<file path="config.mk">
export PLATFORM = sky130hd
export DESIGN_NAME = gisr_regs
export DESIGN_NICKNAME = d
export VERILOG_FILES = /design/src/shared/gisr_pkg.sv /design/src/rtl/gisr_sync.sv /design/src/rtl/gisr_regs.sv
export SDC_FILE = /design/constraint.sdc
export NUM_CORES = 1
export LEC_CHECK = 0
export BUFFER_PORTS_ARGS = -buffer_cell sky130_fd_sc_hd__buf_2
export CORE_MARGIN = 2
export CORE_UTILIZATION = 40
export CTS_BUF_LIST = sky130_fd_sc_hd__clkbuf_8
export DETAILED_ROUTE_END_ITERATION = 6
export GPL_ROUTABILITY_DRIVEN = 0
export PLACE_DENSITY = 0.69
export SLEW_MARGIN = 25
export SYNTH_ARGS = -nofsm -noshare
export SYNTH_HDL_FRONTEND = slang
export SYNTH_SLANG_ARGS = --single-unit
</file>
<file path="constraint.sdc">
create_clock -name sys_clk -period 4.1 [get_ports sys_clk]
set_input_delay 0 -clock sys_clk [delete_from_list [all_inputs] [get_ports sys_clk]]
set_output_delay 0 -clock sys_clk [all_outputs]
set_load 0.01 [all_outputs]
</file>
<file path="src/shared/gisr_pkg.sv">
// constants and carrier types for the general input, interrupt and boot status registers
package gisr_pkg;

  // bus widths
  localparam int ADDR_W = 12;
  localparam int DATA_W = 32;
  localparam int PIN_W  = 8;
  localparam int EV_W   = 4;

  // printed register offsets, kept as word indices
  localparam logic [ADDR_W-1:0] IDX_PIN      = 12'h219;
  localparam logic [ADDR_W-1:0] IDX_SUM      = 12'h21A;
  localparam logic [ADDR_W-1:0] IDX_BOOT     = 12'h21F;
  // interrupt block indices
  localparam logic [ADDR_W-1:0] IDX_IRQ_STAT = 12'h220;
  localparam logic [ADDR_W-1:0] IDX_IRQ_EN   = 12'h221;
  localparam logic [ADDR_W-1:0] IDX_IRQ_CLR  = 12'h222;

  // byte addresses on the bus, four times the index
  localparam logic [ADDR_W-1:0] ADDR_PIN      = IDX_PIN << 2;
  localparam logic [ADDR_W-1:0] ADDR_SUM      = IDX_SUM << 2;
  localparam logic [ADDR_W-1:0] ADDR_BOOT     = IDX_BOOT << 2;
  localparam logic [ADDR_W-1:0] ADDR_IRQ_STAT = IDX_IRQ_STAT << 2;
  localparam logic [ADDR_W-1:0] ADDR_IRQ_EN   = IDX_IRQ_EN << 2;
  localparam logic [ADDR_W-1:0] ADDR_IRQ_CLR  = IDX_IRQ_CLR << 2;

  // field positions
  localparam int IRQ_SUM_BIT   = 0;
  localparam int BOOT_DONE_BIT = 0;
  localparam int BOOT_FAIL_BIT = 1;
  localparam int BOOT_CRC_BIT  = 3;

  // interrupt event bit positions
  localparam int EV_DONE = 0;
  localparam int EV_FAIL = 1;
  localparam int EV_CRC  = 2;
  localparam int EV_PIN  = 3;

  // reset values
  localparam logic            CRC_OK_RST  = 1'b1;
  localparam logic            FLAG_RST    = 1'b0;
  localparam logic [EV_W-1:0] IRQ_EN_RST  = 4'h0;
  localparam logic [EV_W-1:0] IRQ_ST_RST  = 4'h0;
  localparam logic [PIN_W-1:0] PIN_RST    = 8'h00;

  // bus response codes
  localparam logic [1:0] RESP_OKAY   = 2'h0;
  localparam logic [1:0] RESP_SLVERR = 2'h2;
  localparam logic [1:0] RESP_DECERR = 2'h3;

  // master to slave signals of the register bus
  typedef struct packed {
    logic [ADDR_W-1:0] awaddr;
    logic              awvalid;
    logic [DATA_W-1:0] wdata;
    logic [3:0]        wstrb;
    logic              wvalid;
    logic              bready;
    logic [ADDR_W-1:0] araddr;
    logic              arvalid;
    logic              rready;
  } gisr_axi_req_type;

  // slave to master signals of the register bus
  typedef struct packed {
    logic              awready;
    logic              wready;
    logic              bvalid;
    logic [1:0]        bresp;
    logic              arready;
    logic              rvalid;
    logic [DATA_W-1:0] rdata;
    logic [1:0]        rresp;
  } gisr_axi_rsp_type;

endpackage : gisr_pkg

</file>
<file path="src/rtl/gisr_sync.sv">
// two-stage synchroniser, one per input bit
`timescale 1ns/1ns
module gisr_sync #(
  parameter int WIDTH = 8
) (
  // clock and reset
  input  wire logic             sys_clk,
  input  wire logic             rst_n,
  // raw levels and their synchronised copy
  input  wire logic [WIDTH-1:0] din,
  output logic      [WIDTH-1:0] dout
);

  // one synchroniser per bit
  for (genvar i = 0; i < WIDTH; i++) begin : g_bit
    logic meta_q;
    logic stable_q;
    // first stage feeds only the second
    always_ff @(posedge sys_clk or negedge rst_n) begin
      if (!rst_n) begin
        meta_q   <= 1'b0;
        stable_q <= 1'b0;
      end else begin
        meta_q   <= din[i];
        stable_q <= meta_q;
      end
    end
    assign dout[i] = stable_q;
  end

endmodule : gisr_sync

</file>
<file path="src/rtl/gisr_regs.sv">
// general input, interrupt summary and boot status registers behind an axi4-lite slave
`timescale 1ns/1ns
module gisr_regs (
  // clock and reset
  input  wire logic                            sys_clk,
  input  wire logic                            rst_n,
  // register bus
  input  wire gisr_pkg::gisr_axi_req_type      axi_req,
  output gisr_pkg::gisr_axi_rsp_type           axi_rsp,
  // general-purpose pins
  input  wire logic [gisr_pkg::PIN_W-1:0]      gpio_in,
  input  wire logic [gisr_pkg::PIN_W-1:0]      gpio_is_input,
  // eeprom loader events, one-cycle pulses
  input  wire logic                            boot_done_evt,
  input  wire logic                            boot_fail_evt,
  input  wire logic                            boot_crc_err_evt,
  // status outputs
  output logic                                 irq_out_n,
  output logic                                 irq,
  output logic                                 serial_port_locked,
  output logic                                 boot_load_done,
  output logic                                 boot_load_failed,
  output logic                                 boot_crc_ok
);

  // synchronised pins and latched field
  logic [gisr_pkg::PIN_W-1:0] pin_sync;
  logic [gisr_pkg::PIN_W-1:0] general_input_levels_q;
  logic [gisr_pkg::PIN_W-1:0] general_input_levels_d;

  // boot flags
  logic boot_load_done_q;
  logic boot_load_failed_q;
  logic boot_crc_ok_q;
  logic port_locked_q;

  // interrupt block
  logic [gisr_pkg::EV_W-1:0] irq_stat_q;
  logic [gisr_pkg::EV_W-1:0] irq_en_q;
  logic [gisr_pkg::EV_W-1:0] irq_ev;
  logic [gisr_pkg::EV_W-1:0] irq_clr;
  logic                      irq_sum;
  logic                      irq_out_n_q;
  logic                      irq_q;

  // write channel state
  logic                          awready_q;
  logic                          wready_q;
  logic                          aw_full_q;
  logic                          w_full_q;
  logic [gisr_pkg::ADDR_W-1:0]   aw_addr_q;
  logic [gisr_pkg::DATA_W-1:0]   wdata_q;
  logic [3:0]                    wstrb_q;
  logic                          bvalid_q;
  logic [1:0]                    bresp_q;
  logic                          aw_take;
  logic                          w_take;
  logic                          wr_fire;
  logic                          wr_ok;
  logic [1:0]                    wr_resp;

  // read channel state
  logic                          arready_q;
  logic                          rvalid_q;
  logic [gisr_pkg::DATA_W-1:0]   rdata_q;
  logic [1:0]                    rresp_q;
  logic                          ar_take;
  logic [gisr_pkg::DATA_W-1:0]   rd_data;
  logic [1:0]                    rd_resp;

  gisr_sync #(
    .WIDTH (gisr_pkg::PIN_W)
  ) u_pin_sync (
    .sys_clk (sys_clk),
    .rst_n   (rst_n),
    .din     (gpio_in),
    .dout    (pin_sync)
  );

  assign general_input_levels_d = pin_sync & gpio_is_input;

  // general input field
  always_ff @(posedge sys_clk or negedge rst_n) begin
    if (!rst_n) begin
      general_input_levels_q <= gisr_pkg::PIN_RST;
    end else begin
      general_input_levels_q <= general_input_levels_d;
    end
  end

  always_ff @(posedge sys_clk or negedge rst_n) begin
    if (!rst_n) begin
      boot_load_done_q <= gisr_pkg::FLAG_RST;
    end else if (boot_done_evt) begin
      boot_load_done_q <= 1'b1;
    end
  end

  always_ff @(posedge sys_clk or negedge rst_n) begin
    if (!rst_n) begin
      boot_load_failed_q <= gisr_pkg::FLAG_RST;
    end else if (boot_fail_evt) begin
      boot_load_failed_q <= 1'b1;
    end
  end

  // crc error clears active-low bit; it stays 0 until reset, which loads 1
  always_ff @(posedge sys_clk or negedge rst_n) begin
    if (!rst_n) begin
      boot_crc_ok_q <= gisr_pkg::CRC_OK_RST;
    end else if (boot_crc_err_evt) begin
      boot_crc_ok_q <= 1'b0;
    end
  end

  always_ff @(posedge sys_clk or negedge rst_n) begin
    if (!rst_n) begin
      port_locked_q <= 1'b0;
    end else if (boot_crc_err_evt) begin
      port_locked_q <= 1'b1;
    end
  end

  // interrupt events: done and fail flag rising edges, crc bit falling edge and input changes
  always_comb begin
    irq_ev                    = '0;
    irq_ev[gisr_pkg::EV_DONE] = boot_done_evt & ~boot_load_done_q;
    irq_ev[gisr_pkg::EV_FAIL] = boot_fail_evt & ~boot_load_failed_q;
    irq_ev[gisr_pkg::EV_CRC]  = boot_crc_err_evt & boot_crc_ok_q;
    irq_ev[gisr_pkg::EV_PIN]  = |(general_input_levels_d ^ general_input_levels_q);
  end

  // write-one-to-clear mask
  assign irq_clr = (wr_fire && wr_ok && aw_addr_q == gisr_pkg::ADDR_IRQ_CLR && wstrb_q[0])
                   ? wdata_q[gisr_pkg::EV_W-1:0] : '0;

  // sticky status, a new event wins over a clear
  always_ff @(posedge sys_clk or negedge rst_n) begin
    if (!rst_n) begin
      irq_stat_q <= gisr_pkg::IRQ_ST_RST;
    end else begin
      irq_stat_q <= (irq_stat_q & ~irq_clr) | irq_ev;
    end
  end

  // enable register
  always_ff @(posedge sys_clk or negedge rst_n) begin
    if (!rst_n) begin
      irq_en_q <= gisr_pkg::IRQ_EN_RST;
    end else if (wr_fire && wr_ok && aw_addr_q == gisr_pkg::ADDR_IRQ_EN && wstrb_q[0]) begin
      irq_en_q <= wdata_q[gisr_pkg::EV_W-1:0];
    end
  end

  assign irq_sum = |(irq_stat_q & irq_en_q);

  // interrupt pin low from the cycle after summary set, registered
  always_ff @(posedge sys_clk or negedge rst_n) begin
    if (!rst_n) begin
      irq_out_n_q <= 1'b1;
      irq_q       <= 1'b0;
    end else begin
      irq_out_n_q <= ~irq_sum;
      irq_q       <= irq_sum;
    end
  end

  // handshakes
  assign aw_take = axi_req.awvalid & awready_q;
  assign w_take  = axi_req.wvalid & wready_q;
  assign wr_fire = aw_full_q & w_full_q & ~bvalid_q;
  assign ar_take = axi_req.arvalid & arready_q;

  // write decode: lock refuses, unmapped is a decode error
  always_comb begin
    wr_ok   = 1'b0;
    wr_resp = gisr_pkg::RESP_DECERR;
    case (aw_addr_q)
      gisr_pkg::ADDR_PIN, gisr_pkg::ADDR_SUM, gisr_pkg::ADDR_BOOT,
      gisr_pkg::ADDR_IRQ_STAT, gisr_pkg::ADDR_IRQ_EN, gisr_pkg::ADDR_IRQ_CLR: begin
        wr_ok   = ~port_locked_q;
        wr_resp = port_locked_q ? gisr_pkg::RESP_SLVERR : gisr_pkg::RESP_OKAY;
      end
      default: begin
        wr_ok   = 1'b0;
        wr_resp = gisr_pkg::RESP_DECERR;
      end
    endcase
  end

  // write address capture
  always_ff @(posedge sys_clk or negedge rst_n) begin
    if (!rst_n) begin
      awready_q <= 1'b1;
      aw_full_q <= 1'b0;
      aw_addr_q <= '0;
    end else begin
      if (aw_take) begin
        awready_q <= 1'b0;
        aw_full_q <= 1'b1;
        aw_addr_q <= axi_req.awaddr;
      end else if (wr_fire) begin
        aw_full_q <= 1'b0;
      end else if (bvalid_q && axi_req.bready) begin
        awready_q <= 1'b1;
      end
    end
  end

  // write data capture
  always_ff @(posedge sys_clk or negedge rst_n) begin
    if (!rst_n) begin
      wready_q <= 1'b1;
      w_full_q <= 1'b0;
      wdata_q  <= '0;
      wstrb_q  <= '0;
    end else begin
      if (w_take) begin
        wready_q <= 1'b0;
        w_full_q <= 1'b1;
        wdata_q  <= axi_req.wdata;
        wstrb_q  <= axi_req.wstrb;
      end else if (wr_fire) begin
        w_full_q <= 1'b0;
      end else if (bvalid_q && axi_req.bready) begin
        wready_q <= 1'b1;
      end
    end
  end

  // write response
  always_ff @(posedge sys_clk or negedge rst_n) begin
    if (!rst_n) begin
      bvalid_q <= 1'b0;
      bresp_q  <= gisr_pkg::RESP_OKAY;
    end else if (wr_fire) begin
      bvalid_q <= 1'b1;
      bresp_q  <= wr_resp;
    end else if (axi_req.bready) begin
      bvalid_q <= 1'b0;
    end
  end

  // read mux, reserved bits read zero
  always_comb begin
    rd_data = '0;
    rd_resp = gisr_pkg::RESP_OKAY;
    case (axi_req.araddr)
      gisr_pkg::ADDR_PIN: begin
        rd_data[gisr_pkg::PIN_W-1:0] = general_input_levels_q;
      end
      gisr_pkg::ADDR_SUM: begin
        rd_data[gisr_pkg::IRQ_SUM_BIT] = irq_sum;
      end
      gisr_pkg::ADDR_BOOT: begin
        rd_data[gisr_pkg::BOOT_DONE_BIT] = boot_load_done_q;
        rd_data[gisr_pkg::BOOT_FAIL_BIT] = boot_load_failed_q;
        rd_data[gisr_pkg::BOOT_CRC_BIT]  = boot_crc_ok_q;
      end
      gisr_pkg::ADDR_IRQ_STAT: begin
        rd_data[gisr_pkg::EV_W-1:0] = irq_stat_q;
      end
      gisr_pkg::ADDR_IRQ_EN: begin
        rd_data[gisr_pkg::EV_W-1:0] = irq_en_q;
      end
      gisr_pkg::ADDR_IRQ_CLR: begin
        rd_data = '0;
      end
      default: begin
        rd_resp = gisr_pkg::RESP_DECERR;
      end
    endcase
  end

  // read channel
  always_ff @(posedge sys_clk or negedge rst_n) begin
    if (!rst_n) begin
      arready_q <= 1'b1;
      rvalid_q  <= 1'b0;
      rdata_q   <= '0;
      rresp_q   <= gisr_pkg::RESP_OKAY;
    end else if (ar_take) begin
      arready_q <= 1'b0;
      rvalid_q  <= 1'b1;
      rdata_q   <= rd_data;
      rresp_q   <= rd_resp;
    end else if (rvalid_q && axi_req.rready) begin
      arready_q <= 1'b1;
      rvalid_q  <= 1'b0;
    end
  end

  // bus outputs, all from flops
  assign axi_rsp.awready = awready_q;
  assign axi_rsp.wready  = wready_q;
  assign axi_rsp.bvalid  = bvalid_q;
  assign axi_rsp.bresp   = bresp_q;
  assign axi_rsp.arready = arready_q;
  assign axi_rsp.rvalid  = rvalid_q;
  assign axi_rsp.rdata   = rdata_q;
  assign axi_rsp.rresp   = rresp_q;

  // status pins
  assign irq_out_n          = irq_out_n_q;
  assign irq                = irq_q;
  assign serial_port_locked = port_locked_q;
  assign boot_load_done     = boot_load_done_q;
  assign boot_load_failed   = boot_load_failed_q;
  assign boot_crc_ok        = boot_crc_ok_q;

endmodule : gisr_regs

</file>
==> results by group <==
Drt
  • First-pass DRT Iterations: 4
  • Wire length reported by the detailed router: 6.18 mm
  • Antenna viol nets, final: 0
  • Total number of vias: 2198
  • Number of vias per cell: 4.60
  • Iteration-0 DRC Markers: 95
  • Post-route DRC: 0
  • Average routed wire per standard cell: 12.9 um

Min path
  • Worst hold path endpoint: rdata_q[2]
  • Hold path depth: 4
  • HP Class: in -> reg
  • Startpoint of the tightest hold check path: axi_req[6]

Layout
  • Diodes inserted: 0
  • Fraction of layout cells with a size suffix above 1: 34.3%
  • Most common cell after layout, fill and taps aside: buf_2
  • Net count of the finished layout: 457
  • Area growth syn-to-layout: 32.8%
  • Commonest cells after routing, fill and taps aside: buf_2 (76), dfrtp_1 (68), dlygate4sd3_1 (45)

GRT
  • Met3 Usage GRT: 4.27%
  • Global routing met2 resource utilization: 23.4%
  • Via count of the first global-routing pass: 2102
  • Global-route track usage on met1: 19.7%
  • GRT Util Overall: 14.9%
  • Initial antenna violation count: 0
  • Largest net degree at the start of global routing: 74
  • Overflow after GRT: 0
  • Highest-utilization routing layer at the global route stage: met2
  • First-pass GRT wire length: 9.88 mm

Pwr
  • Total power divided by cell area: 479 nW/um^2
  • Switching part of the total: 26.8%
  • Clk pwr share: 31.5%
  • IR Drop Worst-Case VDD: 0.275 mV
  • Combinational Power Share: 20.3%
  • Sequential group share of total power: 48.2%
  • Internal portion of total power: 1480 uW
  • Net switching power figure: 541 uW
  • Total power draw: 2020 uW
  • Static Leak: 0.00200 uW

Timing
  • Achievable frequency: 543 MHz
  • Transition time at the pin with the least slew margin: 0.883 ns
  • Final clock period utilization by the worst path: 44.9%
  • Final clock skew: 0.0105 ns
  • Final count of hold timing violations: 0
  • Final hold slack: 0.0442 ns
  • Least setup slack across all paths after layout: 2.26 ns
  • Worst rel slew slack: 41.1%
  • Min Clock Period, post-route: 1.84 ns
  • Summed negative setup slack over all endpoints: 0 ns
  • RSZ-0062 raised after global routing: no
  • Number of pins exceeding their max-slew limit in the final report: 0
  • Setup violators final: 0

Worst setup path
  • CP Data Arrival Time: 2.06 ns
  • CP Class: reg -> reg
  • Critical path cell sequence: or4_4, nor3_4, nand4b_4, mux2_2
  • Peak per-stage delay on the critical path: 0.56 ns
  • Slowest-stage cell, CP: or4_4
  • Worst flop-to-flop path startpoint: aw_addr_q[1]
  • Required time at the worst-slack endpoint: 4.32 ns
  • Reg2reg end: irq_en_q[3]
  • Sort of element at the start of the critical path: flop
  • Kind of capture point of the worst setup path: flop
  • Setup slack on the worst flop-to-flop path: 2.26 ns
  • Number of cells on the worst reg-to-reg path: 4
  • Peak fanout along the critical path: 6

Clocking
  • Depth of the CTS H-tree: 3
  • Clock-pin slew on the worst setup and hold paths: 0.08 ns
  • Clock tree from TritonCTS: done
  • Num Clock Sinks: 73
  • Cell chosen for the clock root: clkbuf_8
  • Maximum clock insertion buffer count: 2
  • Later-pin clock latency in the skew report: 0.34 ns
  • Inserted Clock Buffers: 9
  • Gates resized, CTS repair: 0

Run status
  • Run status: finished, final reports clean

Flow run
  • Max-Cap Viols: 0

Placement
  • PortBufs: 77
  • Worst slack, placed: 2.27 ns
  • Detailed-placement wirelength estimate: 4.20 mm

Floorplanning
  • Die Y-Extent: 93.1 um
  • Width of the die: 93.1 um
  • Area enclosed by the die boundary: 8660 sq um
  • Area inside the core boundary: 7730 sq um
  • Initial core utilization: 41.1%
  • Total number of placement rows: 32
  • I/O Pins: 133

Logic synthesis
  • Yosys reg bits: 73
  • Post-Synthesis Mean Instance Area: 12.7 sq um
  • Most common flop cell mapped by yosys: dfrtp_1
  • Number of unique standard cell types used by synthesis: 46
  • Number of flops mapped to enable cells by yosys: 0
  • Mapped cell area: 3170 sq um
  • Synthesized instance count: 249
  • Yosys warning count: 0
  • Async SR Flop Fraction: 100%
  • Sequential cell area fraction in the yosys report: 57.7%
## flip-flops by register name, indices dropped and copies added (netlist names), 2 cells and up
register / flops
bresp_q: 2
irq_stat_q: 4
u_pin_sync.g_bit.stable_q: 8
aw_addr_q: 12
irq_en_q: 4
rdata_q: 8
general_input_levels_q: 8
u_pin_sync.g_bit.meta_q: 8
wdata_q: 4
## area by class of cell
cell class | count | area, sq um
multi-input combinational | 159 | 1160
inverter | 6 | 22.5
fill | 677 | 3510
clock buffer | 11 | 151
tap | 102 | 128
clock inverter | 5 | 77.6
sequential | 73 | 1830
timing repair buffer | 122 | 838
## metal layers
metal  part of all wire [%]  up-vias  routed length [um]
met5                      0        -                   0
met4                    1.2        0                  73
met2                     48       72                2950
met1                     46     1038                2830
met3                    5.3        9                 328
li1                       -     1079                   -
## stage by stage
| stage | cell area [sq um] | instances | utilization [%] |
|---|---|---|---|
| after floorplan | 3260 | 272 | - |
| after global placement | 3530 | 417 | 45.7 |
| after detailed placement | 3530 | 417 | 45.7 |
| after CTS | 4210 | 478 | 54.5 |
| after global routing | 4210 | 478 | 54.5 |
| final | 4210 | 478 | 54.5 |
## cell usage after synthesis (all sizes together) (2+ instances only)
cell	number	area, sq um
nor4	2	27.5
nand4b	2	32.5
inv	6	22.5
mux2i	7	70.1
mux2	21	236
xnor2	9	78.8
dfrtp	68	1700
o21ai	7	35.0
nand4	6	37.5
or2	5	31.3
clkbuf	2	7.51
a21oi	3	15.0
a22o	11	96.3
nor2	4	15.0
buf	32	234
a22oi	2	15.0
nor4b	2	17.5
nor3b	2	15.0
dfstp	5	131
nor3	2	21.3
and3b	2	17.5
and2	9	56.3
or4	3	26.3
nor2b	2	12.5
and4b	2	20.0
o2bb2ai	3	26.3
o211ai	2	15.0
nand3	2	10.0
nand2	15	56.3
## repair_timing
| action | in CTS | in global routing |
|---|---|---|
| hold buffers | 45 | 0 |
| buffers inserted | 0 | 0 |
| hold endpoints to repair | 113 | 0 |
## kinds of logic after synthesis
| kind of cell | Yosys count | share of synthesized area, % |
|---|---|---|
| muxes | 28 | 9.66 |
| buffers and inverters | 40 | 8.32 |
| other | 1 | 0.118 |
| DFF | 73 | 57.7 |
| xor gates and xnor gates | 9 | 2.48 |
| and+or+nand+nor | 65 | 14.0 |
| AOI/OAI and AO/OA | 33 | 7.65 |
## power by group through the flow
| stage | Sequential, uW | Clock (uW) | Combinational, uW |
|---|---|---|---|
| after global placement | 981 | 0 | 355 |
| final | 972 | 636 | 410 |
| after CTS | 974 | 656 | 414 |
| after global routing | 993 | 689 | 457 |
| after detailed placement | 987 | 0 | 367 |
| after floorplan | 961 | 0 | 304 |
## critical path, delay by kind of cell, from the launching register on
family / cells / cell delay (ns)
flip-flops: 1 / 0.38
multiplexers: 1 / 0.30
AND/OR/NAND/NOR: 3 / 1.03
## how the worst max path moves through the flow
stage,cells past startpoint,to,slack [ns],start
2_1_floorplan,4,irq_en_q[0],2.41,aw_addr_q[1]
3_3_place_gp,4,irq_stat_q[3],2.29,aw_addr_q[1]
3_5_place_dp,4,irq_en_q[3],2.27,aw_addr_q[1]
4_1_cts,4,irq_en_q[3],2.25,aw_addr_q[1]
5_1_grt,4,irq_en_q[3],2.19,aw_addr_q[1]
6_report,4,irq_en_q[3],2.26,aw_addr_q[1]
Note: power is estimated with default switching activity, not from simulation.
